`config.mk`:
```
export PLATFORM = sky130hd
export DESIGN_NAME = gfp_dev_flat
export DESIGN_NICKNAME = d
export VERILOG_FILES = /design/src/rtl/gfp_pkg.sv /design/src/rtl/gfp_bus_if.sv /design/src/rtl/gfp_acq.sv /design/src/rtl/gfp_dev.sv /design/src/flat_wrapper.sv
export SDC_FILE = /design/constraint.sdc
export NUM_CORES = 1
export LEC_CHECK = 0
export BUFFER_PORTS_ARGS = -buffer_cell sky130_fd_sc_hd__buf_2
export CORE_MARGIN = 3
export CORE_UTILIZATION = 35
export DETAILED_ROUTE_END_ITERATION = 16
export GPL_TIMING_DRIVEN = 1
export PLACE_DENSITY_LB_ADDON = 0.1
export SLEW_MARGIN = 20
export SYNTH_ARGS = -nofsm -noshare
export SYNTH_HDL_FRONTEND = slang
export SYNTH_HIERARCHICAL = 1
export SYNTH_SLANG_ARGS = --single-unit
```
`constraint.sdc`:
```
create_clock -name mclk -period 3 [get_ports mclk]
set_input_delay 0.3 -clock mclk [delete_from_list [all_inputs] [get_ports mclk]]
set_output_delay 0.3 -clock mclk [all_outputs]
set_load 0.03 [all_outputs]
```
`src/rtl/gfp_pkg.sv`:
```
// gfp_pkg: shared constants and types for the fast bus protocol message handler
// assumes: both ends and the carrier interface import this package
package gfp_pkg;
	// ==========================================================
	// byte codes
	localparam logic [7:0] GFP_CHR_LF = 8'h0A;
	localparam logic [7:0] GFP_CHR_SEMI = 8'h3B;
	localparam logic [7:0] GFP_CHR_QMARK = 8'h3F;
	localparam logic [7:0] GFP_CHR_ZERO = 8'h30;
	localparam logic [7:0] GFP_CHR_ONE = 8'h31;
	// ==========================================================
	// timing
	localparam int GFP_CLK_NS = 4;
	localparam int GFP_ACQ_NS = 40;
	localparam int GFP_ACQ_CYC = (GFP_ACQ_NS + GFP_CLK_NS - 1) / GFP_CLK_NS;
	localparam int GFP_RESP_LEN = 4;
	// ==========================================================
	// command classes the user side hands to the parser
	typedef enum logic [2:0] {
		GFP_CMD_SET = 3'h0,
		GFP_CMD_QUERY = 3'h1,
		GFP_CMD_MEP_QUERY = 3'h2,
		GFP_CMD_READ = 3'h3,
		GFP_CMD_INIT = 3'h4,
		GFP_CMD_OPC = 3'h5,
		GFP_CMD_WAI = 3'h6,
		GFP_CMD_PROTO = 3'h7
	} gfp_cmd_e;
	// protocol select
	localparam logic GFP_PROTO_SCPI = 1'b1;
	localparam logic GFP_PROTO_FAST = 1'b0;
endpackage

```
`src/rtl/gfp_bus_if.sv`:
```
// gfp_bus_if: byte-level bus carrier between controller and instrument
// assumes: one clock; handshake is valid/ready per byte, eoi marks the last byte
interface gfp_bus_if;
	import gfp_pkg::*;
	logic [7:0] lsn_data; // controller to device byte
	logic lsn_eoi; // end flag with byte
	logic lsn_valid; // byte offered
	logic lsn_ready; // device accepts (low = hold-off)
	logic [7:0] tlk_data; // device to controller byte
	logic tlk_eoi; // last response byte
	logic tlk_valid; // device offers byte
	logic tlk_ready; // controller accepts
	logic talk; // device addressed to talk
	logic dev_clear; // device clear pulse
	logic ifc; // interface clear pulse
	logic mav; // message available status
	modport dev (input lsn_data, lsn_eoi, lsn_valid, talk, dev_clear, ifc, tlk_ready,
		output lsn_ready, tlk_data, tlk_eoi, tlk_valid, mav);
	modport ctl (output lsn_data, lsn_eoi, lsn_valid, talk, dev_clear, ifc, tlk_ready,
		input lsn_ready, tlk_data, tlk_eoi, tlk_valid, mav);
endinterface

```
`src/rtl/gfp_acq.sv`:
```
// gfp_acq: acquisition engine; fires a reading after a settle count
// assumes: start may be held high; it is ignored while busy; abort cancels in flight
module gfp_acq
	import gfp_pkg::*;
#(
	parameter int ACQ_CYC = GFP_ACQ_CYC
) (
	input wire logic mclk, // clock
	input wire logic rst, // sync reset
	input wire logic start, // begin acquisition
	input wire logic abort, // cancel
	input wire logic outputs_on, // source outputs enabled
	output logic busy, // acquiring
	output logic done, // reading ready pulse
	output logic [7:0] reading // reading byte
);
	logic [15:0] cnt;
	// ==========================================================
	// count down; readings only with outputs enabled
	always_ff @(posedge mclk) begin
		done <= 1'b0;
		if (rst || abort) begin
			busy <= 1'b0;
			cnt <= 16'h0000;
		end else if (start && !busy) begin
			busy <= 1'b1;
			cnt <= 16'(ACQ_CYC);
		end else if (busy && outputs_on) begin
			if (cnt <= 16'h0001) begin
				busy <= 1'b0;
				done <= 1'b1;
			end else begin
				cnt <= cnt - 16'h0001;
			end
		end
	end
	// reading value: a running sample index, enough to tell readings apart
	always_ff @(posedge mclk) begin
		if (rst) begin
			reading <= 8'h00;
		end else if (done) begin
			reading <= reading + 8'h01;
		end
	end
endmodule // gfp_acq

```
`src/rtl/gfp_dev.sv`:
```
// gfp_dev: instrument end of the fast bus protocol message handler
// assumes: user side classifies each command header; nv store keeps proto bit
module gfp_dev
	import gfp_pkg::*;
#(
	parameter int ACQ_CYC = GFP_ACQ_CYC
) (
	input wire logic mclk, // clock
	input wire logic rst, // sync reset
	gfp_bus_if.dev bus, // bus side
	input wire logic nv_proto, // stored protocol from nonvolatile memory
	input wire logic panel_sel_valid, // front-panel protocol select pulse
	input wire logic panel_sel_proto, // selected protocol
	input wire logic cmd_valid, // user decoder: header classified
	input wire logic [2:0] cmd_class, // gfp_cmd_e of current command
	input wire logic cmd_exec_done, // user: non-query command finished
	input wire logic cmd_error, // user: parser or command error
	input wire logic trig_bus_src, // trigger source set to bus
	input wire logic trig_count_inf, // trigger count infinite
	input wire logic outputs_on, // source outputs enabled
	output logic proto_sel, // current protocol (1 = full)
	output logic nv_write, // store protocol pulse
	output logic mep_enabled, // message exchange handling active
	output logic proto_refused, // bus protocol change refused pulse
	output logic query_error, // illegal query combination pulse
	output logic opc_flag // operation complete state
);
	typedef enum logic [2:0] {
		GFP_IDLE = 3'b000, GFP_RECV = 3'b001, GFP_HOLD = 3'b011,
		GFP_PEND = 3'b010, GFP_SEND = 3'b110
	} gfp_st_e;
	gfp_st_e st;
	logic ld_done, q_in_line, q_seen, cmd_seen, is_mep, is_read, acq_busy, acq_done;
	logic clr;
	logic [7:0] rd_val, acq_val;
	logic [1:0] idx;
	logic [1:0] next_idx;
	logic line_err; // bad query mix seen somewhere in this line
	logic boot;
	assign clr = bus.dev_clear | bus.ifc;
	// ==========================================================
	// protocol select: captured after reset, changed only from panel
	always_ff @(posedge mclk) begin
		nv_write <= 1'b0;
		proto_refused <= 1'b0;
		if (rst) begin
			boot <= 1'b1;
			proto_sel <= GFP_PROTO_SCPI;
		end else if (boot) begin
			boot <= 1'b0;
			proto_sel <= nv_proto;
		end else begin
			if (panel_sel_valid) begin
				proto_sel <= panel_sel_proto;
				nv_write <= 1'b1;
			end
			if (cmd_valid && gfp_cmd_e'(cmd_class) == GFP_CMD_PROTO)
				proto_refused <= 1'b1;
		end
	end
	always_ff @(posedge mclk) begin
		if (rst) mep_enabled <= 1'b1;
		else mep_enabled <= proto_sel;
	end
	// ==========================================================
	// message framing and hold-off
	assign ld_done = bus.lsn_valid && bus.lsn_ready && bus.lsn_eoi && bus.lsn_data == GFP_CHR_LF;
	always_ff @(posedge mclk) begin
		query_error <= 1'b0;
		if (rst || clr) begin
			st <= GFP_IDLE;
			q_in_line <= 1'b0;
			cmd_seen <= 1'b0;
			is_mep <= 1'b0;
			is_read <= 1'b0;
			q_seen <= 1'b0;
			idx <= 2'b00;
			line_err <= 1'b0;
		end else begin
			case (st)
				GFP_IDLE, GFP_RECV: begin
					if (cmd_valid) begin
						st <= GFP_RECV;
						cmd_seen <= 1'b1;
						if (cmd_class inside {GFP_CMD_QUERY, GFP_CMD_MEP_QUERY, GFP_CMD_READ}) begin
							if (q_in_line || cmd_seen) begin
								query_error <= 1'b1;
								line_err <= 1'b1;
							end
							q_in_line <= 1'b1;
							is_mep <= gfp_cmd_e'(cmd_class) == GFP_CMD_MEP_QUERY;
							is_read <= gfp_cmd_e'(cmd_class) == GFP_CMD_READ;
						end else if (q_in_line) begin
							query_error <= 1'b1;
							line_err <= 1'b1;
						end
					end
					if (ld_done) begin
						st <= GFP_HOLD;
						if (!cmd_seen && !cmd_valid) st <= GFP_IDLE;
					end else if (bus.talk && !q_seen && !proto_sel && st == GFP_IDLE) begin
						is_read <= 1'b1;
						is_mep <= 1'b0;
						q_in_line <= 1'b1;
						st <= GFP_HOLD;
					end
				end
				GFP_HOLD: begin
					// the error pulse is long gone by the terminator, so the line keeps its own mark
					if (cmd_error || line_err) begin
						st <= GFP_IDLE;
						q_in_line <= 1'b0;
						line_err <= 1'b0;
						is_read <= 1'b0;
						cmd_seen <= 1'b0;
					end else if (q_in_line && (!is_read || acq_done)) begin
						st <= GFP_PEND;
						q_seen <= 1'b1;
						idx <= 2'b00;
					end else if (!q_in_line && (cmd_exec_done || cmd_class == GFP_CMD_INIT)) begin
						st <= GFP_IDLE;
						cmd_seen <= 1'b0;
					end
				end
				GFP_PEND, GFP_SEND: begin
					if (bus.talk) st <= GFP_SEND;
					else st <= GFP_PEND;
					if (bus.tlk_valid && bus.tlk_ready) begin
						idx <= idx + 2'b01;
						if (bus.tlk_eoi) begin
							st <= GFP_IDLE;
							q_in_line <= 1'b0;
							is_read <= 1'b0;
							q_seen <= 1'b0;
							cmd_seen <= 1'b0;
						end
					end
				end
				default: st <= GFP_IDLE;
			endcase
		end
	end
	// hold-off: ready only while receiving
	always_ff @(posedge mclk) begin
		if (rst) bus.lsn_ready <= 1'b0;
		else bus.lsn_ready <= (st == GFP_IDLE || st == GFP_RECV) && !ld_done && !clr;
	end
	// ==========================================================
	// acquisition: bus trigger and infinite count never complete
	gfp_acq #(.ACQ_CYC(ACQ_CYC)) u_acq (
		.mclk(mclk),
		.rst(rst),
		.start(st == GFP_HOLD && q_in_line && is_read && !acq_done && !trig_bus_src && !trig_count_inf),
		.abort(clr),
		.outputs_on(outputs_on),
		.busy(acq_busy),
		.done(acq_done),
		.reading(acq_val)
	);
	always_ff @(posedge mclk) begin
		if (rst) rd_val <= 8'h00;
		else if (acq_done) rd_val <= acq_val;
	end
	// ==========================================================
	// status and deferred formatting
	always_ff @(posedge mclk) begin
		if (rst || clr) bus.mav <= 1'b0;
		else bus.mav <= st == GFP_PEND || st == GFP_SEND;
	end
	always_ff @(posedge mclk) begin
		if (rst || clr) opc_flag <= 1'b0;
		else if (cmd_valid && gfp_cmd_e'(cmd_class) inside {GFP_CMD_OPC, GFP_CMD_WAI})
			opc_flag <= 1'b0;
		else if (st == GFP_IDLE && !acq_busy) opc_flag <= 1'b1;
	end
	// index after this edge's transfer, so the registered byte keeps pace with the count
	assign next_idx = (bus.tlk_valid && bus.tlk_ready) ? idx + 2'b01 : idx;
	// response bytes: value byte, two pads, then LF with end flag; offered only while talking
	always_ff @(posedge mclk) begin
		if (rst || clr) begin
			bus.tlk_valid <= 1'b0;
			bus.tlk_data <= 8'h00;
			bus.tlk_eoi <= 1'b0;
		end else begin
			bus.tlk_valid <= st == GFP_SEND && bus.talk && !(bus.tlk_valid && bus.tlk_ready && bus.tlk_eoi);
			bus.tlk_eoi <= next_idx == 2'(GFP_RESP_LEN - 1);
			case (next_idx)
				2'b00: bus.tlk_data <= is_mep ? (mep_enabled ? GFP_CHR_ONE : GFP_CHR_ZERO) : rd_val;
				2'b11: bus.tlk_data <= GFP_CHR_LF;
				default: bus.tlk_data <= GFP_CHR_SEMI;
			endcase
		end
	end
endmodule // gfp_dev

```
`src/flat_wrapper.sv`:
```
// flat-port wrapper written by rule: the top's interface ports become plain ports
module gfp_dev_flat import gfp_pkg::*;
#(
	parameter int ACQ_CYC = GFP_ACQ_CYC
)
  (mclk, rst, nv_proto, panel_sel_valid, panel_sel_proto, cmd_valid, cmd_class, cmd_exec_done, cmd_error, trig_bus_src, trig_count_inf, outputs_on, proto_sel, nv_write, mep_enabled, proto_refused, query_error, opc_flag, bus_lsn_data, bus_lsn_eoi, bus_lsn_valid, bus_talk, bus_dev_clear, bus_ifc, bus_tlk_ready, bus_lsn_ready, bus_tlk_data, bus_tlk_eoi, bus_tlk_valid, bus_mav);
  gfp_bus_if bus_i ();
  input wire logic mclk;
  input wire logic rst;
  input wire logic nv_proto;
  input wire logic panel_sel_valid;
  input wire logic panel_sel_proto;
  input wire logic cmd_valid;
  input wire logic [2:0] cmd_class;
  input wire logic cmd_exec_done;
  input wire logic cmd_error;
  input wire logic trig_bus_src;
  input wire logic trig_count_inf;
  input wire logic outputs_on;
  output logic proto_sel;
  output logic nv_write;
  output logic mep_enabled;
  output logic proto_refused;
  output logic query_error;
  output logic opc_flag;
  input wire logic [$bits(bus_i.lsn_data)-1:0] bus_lsn_data;
  input wire logic [$bits(bus_i.lsn_eoi)-1:0] bus_lsn_eoi;
  input wire logic [$bits(bus_i.lsn_valid)-1:0] bus_lsn_valid;
  input wire logic [$bits(bus_i.talk)-1:0] bus_talk;
  input wire logic [$bits(bus_i.dev_clear)-1:0] bus_dev_clear;
  input wire logic [$bits(bus_i.ifc)-1:0] bus_ifc;
  input wire logic [$bits(bus_i.tlk_ready)-1:0] bus_tlk_ready;
  output wire logic [$bits(bus_i.lsn_ready)-1:0] bus_lsn_ready;
  output wire logic [$bits(bus_i.tlk_data)-1:0] bus_tlk_data;
  output wire logic [$bits(bus_i.tlk_eoi)-1:0] bus_tlk_eoi;
  output wire logic [$bits(bus_i.tlk_valid)-1:0] bus_tlk_valid;
  output wire logic [$bits(bus_i.mav)-1:0] bus_mav;
  assign bus_i.lsn_data = bus_lsn_data;
  assign bus_i.lsn_eoi = bus_lsn_eoi;
  assign bus_i.lsn_valid = bus_lsn_valid;
  assign bus_i.talk = bus_talk;
  assign bus_i.dev_clear = bus_dev_clear;
  assign bus_i.ifc = bus_ifc;
  assign bus_i.tlk_ready = bus_tlk_ready;
  assign bus_lsn_ready = bus_i.lsn_ready;
  assign bus_tlk_data = bus_i.tlk_data;
  assign bus_tlk_eoi = bus_i.tlk_eoi;
  assign bus_tlk_valid = bus_i.tlk_valid;
  assign bus_mav = bus_i.mav;
  gfp_dev #(.ACQ_CYC(ACQ_CYC)) u_core (.mclk(mclk), .rst(rst), .bus(bus_i), .nv_proto(nv_proto), .panel_sel_valid(panel_sel_valid), .panel_sel_proto(panel_sel_proto), .cmd_valid(cmd_valid), .cmd_class(cmd_class), .cmd_exec_done(cmd_exec_done), .cmd_error(cmd_error), .trig_bus_src(trig_bus_src), .trig_count_inf(trig_count_inf), .outputs_on(outputs_on), .proto_sel(proto_sel), .nv_write(nv_write), .mep_enabled(mep_enabled), .proto_refused(proto_refused), .query_error(query_error), .opc_flag(opc_flag));
endmodule
```
# ---- Word-level counts from Yosys, hierarchy flattened
# Cells that the tools add are included.
dict set report totals {
  out_inout_bits 18
  rom_bits 0
  ff_bits 64
  ramBits 0
  latch_bits 0
  memories 0
}
dict set report op_classes {
  n_reduce_logical 71
  div_mod_pow 0
  add_sub_neg 3
  n_bitwise 5
  muxes 63
  n_eq_ne 26
  n_mul 0
  n_lt_le_gt_ge 1
  shifts 0
}
# cell count
set ops {}
lappend ops {{$mux W1} 38}
lappend ops {{$mux W3} 9}
lappend ops {{$logic_and A1 B1 Y1} 25}
lappend ops {{$le A16 B1 Y1 const B} 1}
lappend ops {{$pmux W8 S2} 1}
lappend ops {{$sub A16 B1 Y16 const B} 1}
lappend ops {{$eq A3 B3 Y1 const B} 5}
lappend ops {{$logic_not A1 Y1} 13}
lappend ops {{$eq A3 B2 Y1 const B} 4}
lappend ops {{$mux W4} 3}
lappend ops {{$reduce_bool A2 Y1} 6}
lappend ops {{$reduce_and A5 Y1} 2}
lappend ops {{$reduce_or A2 Y1} 5}
lappend ops {{$pmux W1 S3} 3}
lappend ops {{$pmux W3 S3} 1}
lappend ops {{$add A8 B1 Y8 const B} 1}
lappend ops {{$eq A8 B4 Y1 const B} 1}
lappend ops {{$mux W2} 4}
lappend ops {{$mux W8} 1}
lappend ops {{$ne A2 B1 Y1 const B} 4}
lappend ops {{$reduce_and A2 Y1} 4}
lappend ops {{$logic_or A1 B1 Y1} 7}
lappend ops {{$eq A3 B1 Y1 const B} 2}
lappend ops {{$ne A2 B2 Y1 const B} 3}
lappend ops {{18 further kinds} 25}

# ---- Longest topological paths before layout
dict set report depth {
  ltp_word 9
  mapped_depth 8
  mapped_depth_nobuf 8
}

# ---- Modules after synthesis
# Netlist, hierarchy kept.
# mod seq_area_each_um2 cells_each area_each_um2 instances
set modules_own_cells {}
lappend modules_own_cells {gfp_dev 760.7 174 1651.6 1}
lappend modules_own_cells {gfp_acq 520.5 145 1317.5 1}

# ---- Worst setup path after synthesis
# OpenSTA, ideal clock, no wires.
dict set report synth_timing {
  kind {reg2reg}
  start {reg u_core.st[2]}
  end {reg u_core.u_acq.cnt[2]}
  n_path_buf 1
  period_less_slack_ps 1921
  setup_time_ps 118
  t_required_ps 2882
  arrival_time_ps 1803
  stages_incl_launch_ff 9
  path_slack_ps 1079
  cell_sequence {dfxtp_1 -> buf_2 -> nand3b_4 -> or4_1 -> nor2_1 -> or2b_2 -> nand2_2 -> a2111o_1 -> o21ai_1}
}
dict set report synth_via {
  elab_chain_len 8
}
# item line
set synth_lines {}
lappend synth_lines {{start: declaration} gfp_dev.sv:32} ;# gfp_st_e st;
lappend synth_lines {{start signal: assignment} gfp_dev.sv:71} ;# st <= GFP_IDLE;
lappend synth_lines {{start signal: assignment} gfp_dev.sv:83} ;# st <= GFP_RECV;
lappend synth_lines {{start signal: assignment} gfp_dev.sv:99} ;# st <= GFP_HOLD;
lappend synth_lines {{$eq A3 B2 Y1} gfp_dev.sv:153} ;# .start(st == GFP_HOLD && q_in_line && is_read && !acq_done && !trig_bus_src && !trig_count_inf),
lappend synth_lines {{$logic_and A1 B1 Y1 (5 in a row)} gfp_dev.sv:153}
lappend synth_lines {{$logic_and A1 B1 Y1} gfp_acq.sv:25} ;# end else if (start && !busy) begin
lappend synth_lines {{$reduce_or A2 Y1 (no line)} -}
lappend synth_lines {{end signal: assignment} gfp_acq.sv:27} ;# cnt <= 16'(ACQ_CYC);
lappend synth_lines {{end signal: assignment} gfp_acq.sv:33} ;# cnt <= cnt - 16'h0001;
lappend synth_lines {{end: declaration} gfp_acq.sv:17} ;# logic [15:0] cnt;
# No other way between the ends.
# A chain may end at the register's enable or synchronous reset.

# ---- Final worst setup path
dict set report layout_timing {
  start {reg u_core.u_acq.cnt[10]}
  end {reg u_core.u_acq.cnt[1]}
}
dict set report layout_via {
  elab_chain_len 3
}
# item line
set layout_lines {}
lappend layout_lines {{$le A16 B1 Y1} gfp_acq.sv:29} ;# if (cnt <= 16'h0001) begin
lappend layout_lines {{$ne A2 B2 Y1 (no line)} -}
lappend layout_lines {{$reduce_and A2 Y1 (no line)} -}
# No other way between the ends.

==> out/qor.log <==
[timing] count of endpoints failing hold in the final timing report 0
[timing] final worst path period need 2300 ps
[timing] final setup TNS 0 ps
[logic_synthesis] warning count from the yosys run 6
[timing] worst-case headroom to the max-slew limit 37.1%
[timing] number of failing setup endpoints in the final timing report 0
[route] post-detailed-route DRC marker count 0
[worst_setup_path] CP Capture Type flop
[global_route] leftover overflow at the end of global routing 0
[cts] CTS clk-pin slew, worst paths 80 ps
[outcome] result of the run complete, no violations
[route] routed length on met3 365 µm
[placement] placement-stage worst setup slack 715 ps
[route] Detail Route met2 WL 3.05 mm
[route] vias 2,496
[cts] number of CTS-inserted buffers 9
[worst_setup_path] element type at the critical path start flop
[cts] cts hold-fix bufs 0
[logic_synthesis] share of the yosys chip area belonging to registers 43.2%
[floorplanning] die height 98.1 µm
[route] final wirelength 6.76 mm
[logic_synthesis] count of mapped cells out of synthesis 319
[floorplanning] area of the placeable core 0.00797 mm²
[cts] clock tree from TritonCTS yes
[logic_synthesis] share of the synthesized area in the top cell type 43.2%
[logic_synthesis] prevailing post-synth register cell sky130_fd_sc_hd__dfxtp_1
[placement] total instance count after detailed placement 459
[route] antenna-violating nets left 0
[placement] dpl cell area 0.00330 mm²
[cts] H-Tree Depth 3
[timing] Hold WS 188 ps
[floorplanning] starting utilization of the core area 37.3%
[worst_setup_path] Data required, critical path 3230 ps
[floorplanning] DIE AREA 0.00962 mm²
[cts] clock root buffer sky130_fd_sc_hd__clkbuf_8
[timing] worst-margin pin slew 937 ps
[worst_setup_path] largest fanout on the critical path 18
[timing] share of the cycle needed by the critical path after routing 76.8%
[cells_and_area] design area 0.00350 mm²
[logic_synthesis] netlist area before placement 0.00297 mm²
[logic_synthesis] cell with the most instances after synthesis sky130_fd_sc_hd__dfxtp_1
[worst_setup_path] path type of the worst setup path reg -> reg
[logic_synthesis] Yosys reg bits 64
[logic_synthesis] number of flops mapped to enable cells by yosys 0
[cells_and_area] final net count 401
[global_route] vias in the first global route 2,352
[global_route] global-route wire length before repair 11.4 mm
[logic_synthesis] largest cells by area after synthesis sky130_fd_sc_hd__dfxtp_1 (43%), sky130_fd_sc_hd__mux2i_1 (5.4%), sky130_fd_sc_hd__nand2_1 (3.4%)
[hold_path] min-delay worst type in -> reg
[flow_run] max-cap viol count 0
[global_route] number of antenna violations at the first check in global routing 0
[worst_setup_path] worst endpoint data arrival time 2530 ps
[logic_synthesis] Cell variety after synth 67
[timing] worst-case clock skew 7.73 ps
[floorplanning] I/O pin total 46
[route] average wire length per cell after detail routing 14.2 µm
[logic_synthesis] most frequent cells after synthesis sky130_fd_sc_hd__dfxtp_1 (64), sky130_fd_sc_hd__nand2_1 (27), sky130_fd_sc_hd__nor2_1 (26), sky130_fd_sc_hd__a21oi_1 (20), sky130_fd_sc_hd__mux2i_1 (16)
[route] violation count after the first detailed-route iteration 98
[global_route] GR Util All Layers 14.7%
[global_route] maximum number of pins on one net before global-route repair 27
[cts] clk_lat worst skew 340 ps
[cts] maximum clock path buffer count 2
[timing] fmax 434 MHz
[cells_and_area] Layout area overhead 17.9%
[power] power density over the cells 487 mW/mm²
[cts] number of buffers inserted to repair setup after CTS 0
[cells_and_area] fraction of final layout cells with drive strength greater than 1 22.0%
[logic_synthesis] number of nets produced by synthesis 352
[route] met1 wire length 3.24 mm
[route] average via count per standard cell 5.25
[placement] IO buf count 45
[floorplanning] number of standard-cell rows in the floorplan 32
[power] Static Leak 1.32 nW
[route] drt pass-1 iters 4
[floorplanning] die boundary width 98.1 µm
[cts] TritonCTS Sinks 64
[logic_synthesis] asr flop ratio synth 0%
[timing] unrepaired setup endpoints after global routing false
[cells_and_area] final std cells w/o fill 475
[cells_and_area] ANT cells 0
[power] Worst VDD drop 0.000311 V
[route] top layer reached by signal wires met4
[logic_synthesis] per-instance average area after synthesis 9.31 µm²
[placement] placer congestion estimate 0.816
[placement] HPWL reported at the end of detailed placement 4.85 mm
[cts] Resized cells post-CTS 0
[logic_synthesis] cell type with the highest aggregate area in the netlist sky130_fd_sc_hd__dfxtp_1
[timing] PnR worst setup slack 695 ps
[timing] Slew Limit Fails 0
==> worst max-delay path, stage by stage (launching register included) <==
cell                      delay [ps]
sky130_fd_sc_hd__dfxtp_1         360
sky130_fd_sc_hd__or4_4           590
sky130_fd_sc_hd__nor4_4          680
sky130_fd_sc_hd__a21oi_1         230
sky130_fd_sc_hd__o311a_1         330
==> area by class of cell <==
type / count / area (µm²)
Tap cell: 102 / 128
Inverter: 11 / 41.3
Timing Repair Buffer: 47 / 240
Clock buffer: 10 / 138
Sequential cell: 64 / 1280
Multi-Input combinational cell: 235 / 1610
Clock inverter: 6 / 67.6
Fill cell: 817 / 4470
==> routing by layer <==
layer	track usage [%]	vias up
met1	19.8	1148
met2	21.7	61
met3	4.71	11
met5	0	-
li1	-	1276
met4	5.64	0
==> path summary, 6_finish.rpt <==
| check | startpoint | end | slack, ps | cells after the start |
|---|---|---|---|---|
| max | u_core/u_acq/cnt[10]$_SDFFE_PP0P_ | u_core/u_acq/cnt[1]$_SDFFE_PP0P_ | 700 | 4 |
| min | nv_proto | u_core/proto_sel$_SDFFE_PP1P_ | 190 | 3 |
| max reg2reg | u_core/u_acq/cnt[10]$_SDFFE_PP0P_ | u_core/u_acq/cnt[1]$_SDFFE_PP0P_ | 700 | 4 |
| min reg2reg | u_core/rd_val[2]$_SDFFE_PP0P_ | u_core/bus.tlk_data[2]$_SDFF_PP0_ | 460 | 1 |
==> kinds of logic (layout without fill, tap and decap cells) <==
| family | Yosys count | in the layout | share of synthesized area (%) |
|---|---|---|---|
| and+or+nand+nor | 132 | 132 | 26.3 |
| AOI/OAI and AO/OA | 73 | 73 | 17.5 |
| DFF | 64 | 64 | 43.2 |
| buffers and inverters | 20 | 74 | 2.78 |
| muxes | 17 | 17 | 5.77 |
| xor gates and xnor gates | 8 | 8 | 2.36 |
| adders and majority gates | 5 | 5 | 2.11 |
==> power breakdown <==
group,internal (mW),total [mW],switching [mW],leakage [nW]
Clock,0.409,0.764,0.355,0.0989
Combinational,0.0331,0.0818,0.0487,0.709
Sequential,0.855,0.861,0.00613,0.517
==> cell usage in the layout (no fill, tap or decap), types with 10 or more instances in the layout <==
master,n
sky130_fd_sc_hd__nor2_1,26
sky130_fd_sc_hd__inv_1,11
sky130_fd_sc_hd__mux2i_1,16
sky130_fd_sc_hd__buf_2,45
sky130_fd_sc_hd__clkbuf_8,10
sky130_fd_sc_hd__dfxtp_1,64
sky130_fd_sc_hd__nand2_1,27
sky130_fd_sc_hd__a21oi_1,20
==> through the flow <==
stage | total power, mW | util (%)
2_1_floorplan | 0.924 | -
3_3_place_gp | 0.963 | 41.4
3_5_place_dp | 0.963 | 41.4
4_1_cts | 1.74 | 43.9
5_1_grt | 1.79 | 43.9
6_report | 1.71 | 43.9
==> state kept, by name (all words and copies together), names as in the netlist, 2 cells and up <==
name and flops:
u_core/st 3, u_core/u_acq/reading 8, u_core/bus.tlk_data 8, u_core/idx 2, u_core/u_acq/cnt 16, u_core/rd_val 8
No activity file was read; power rests on OpenSTA's default activity.
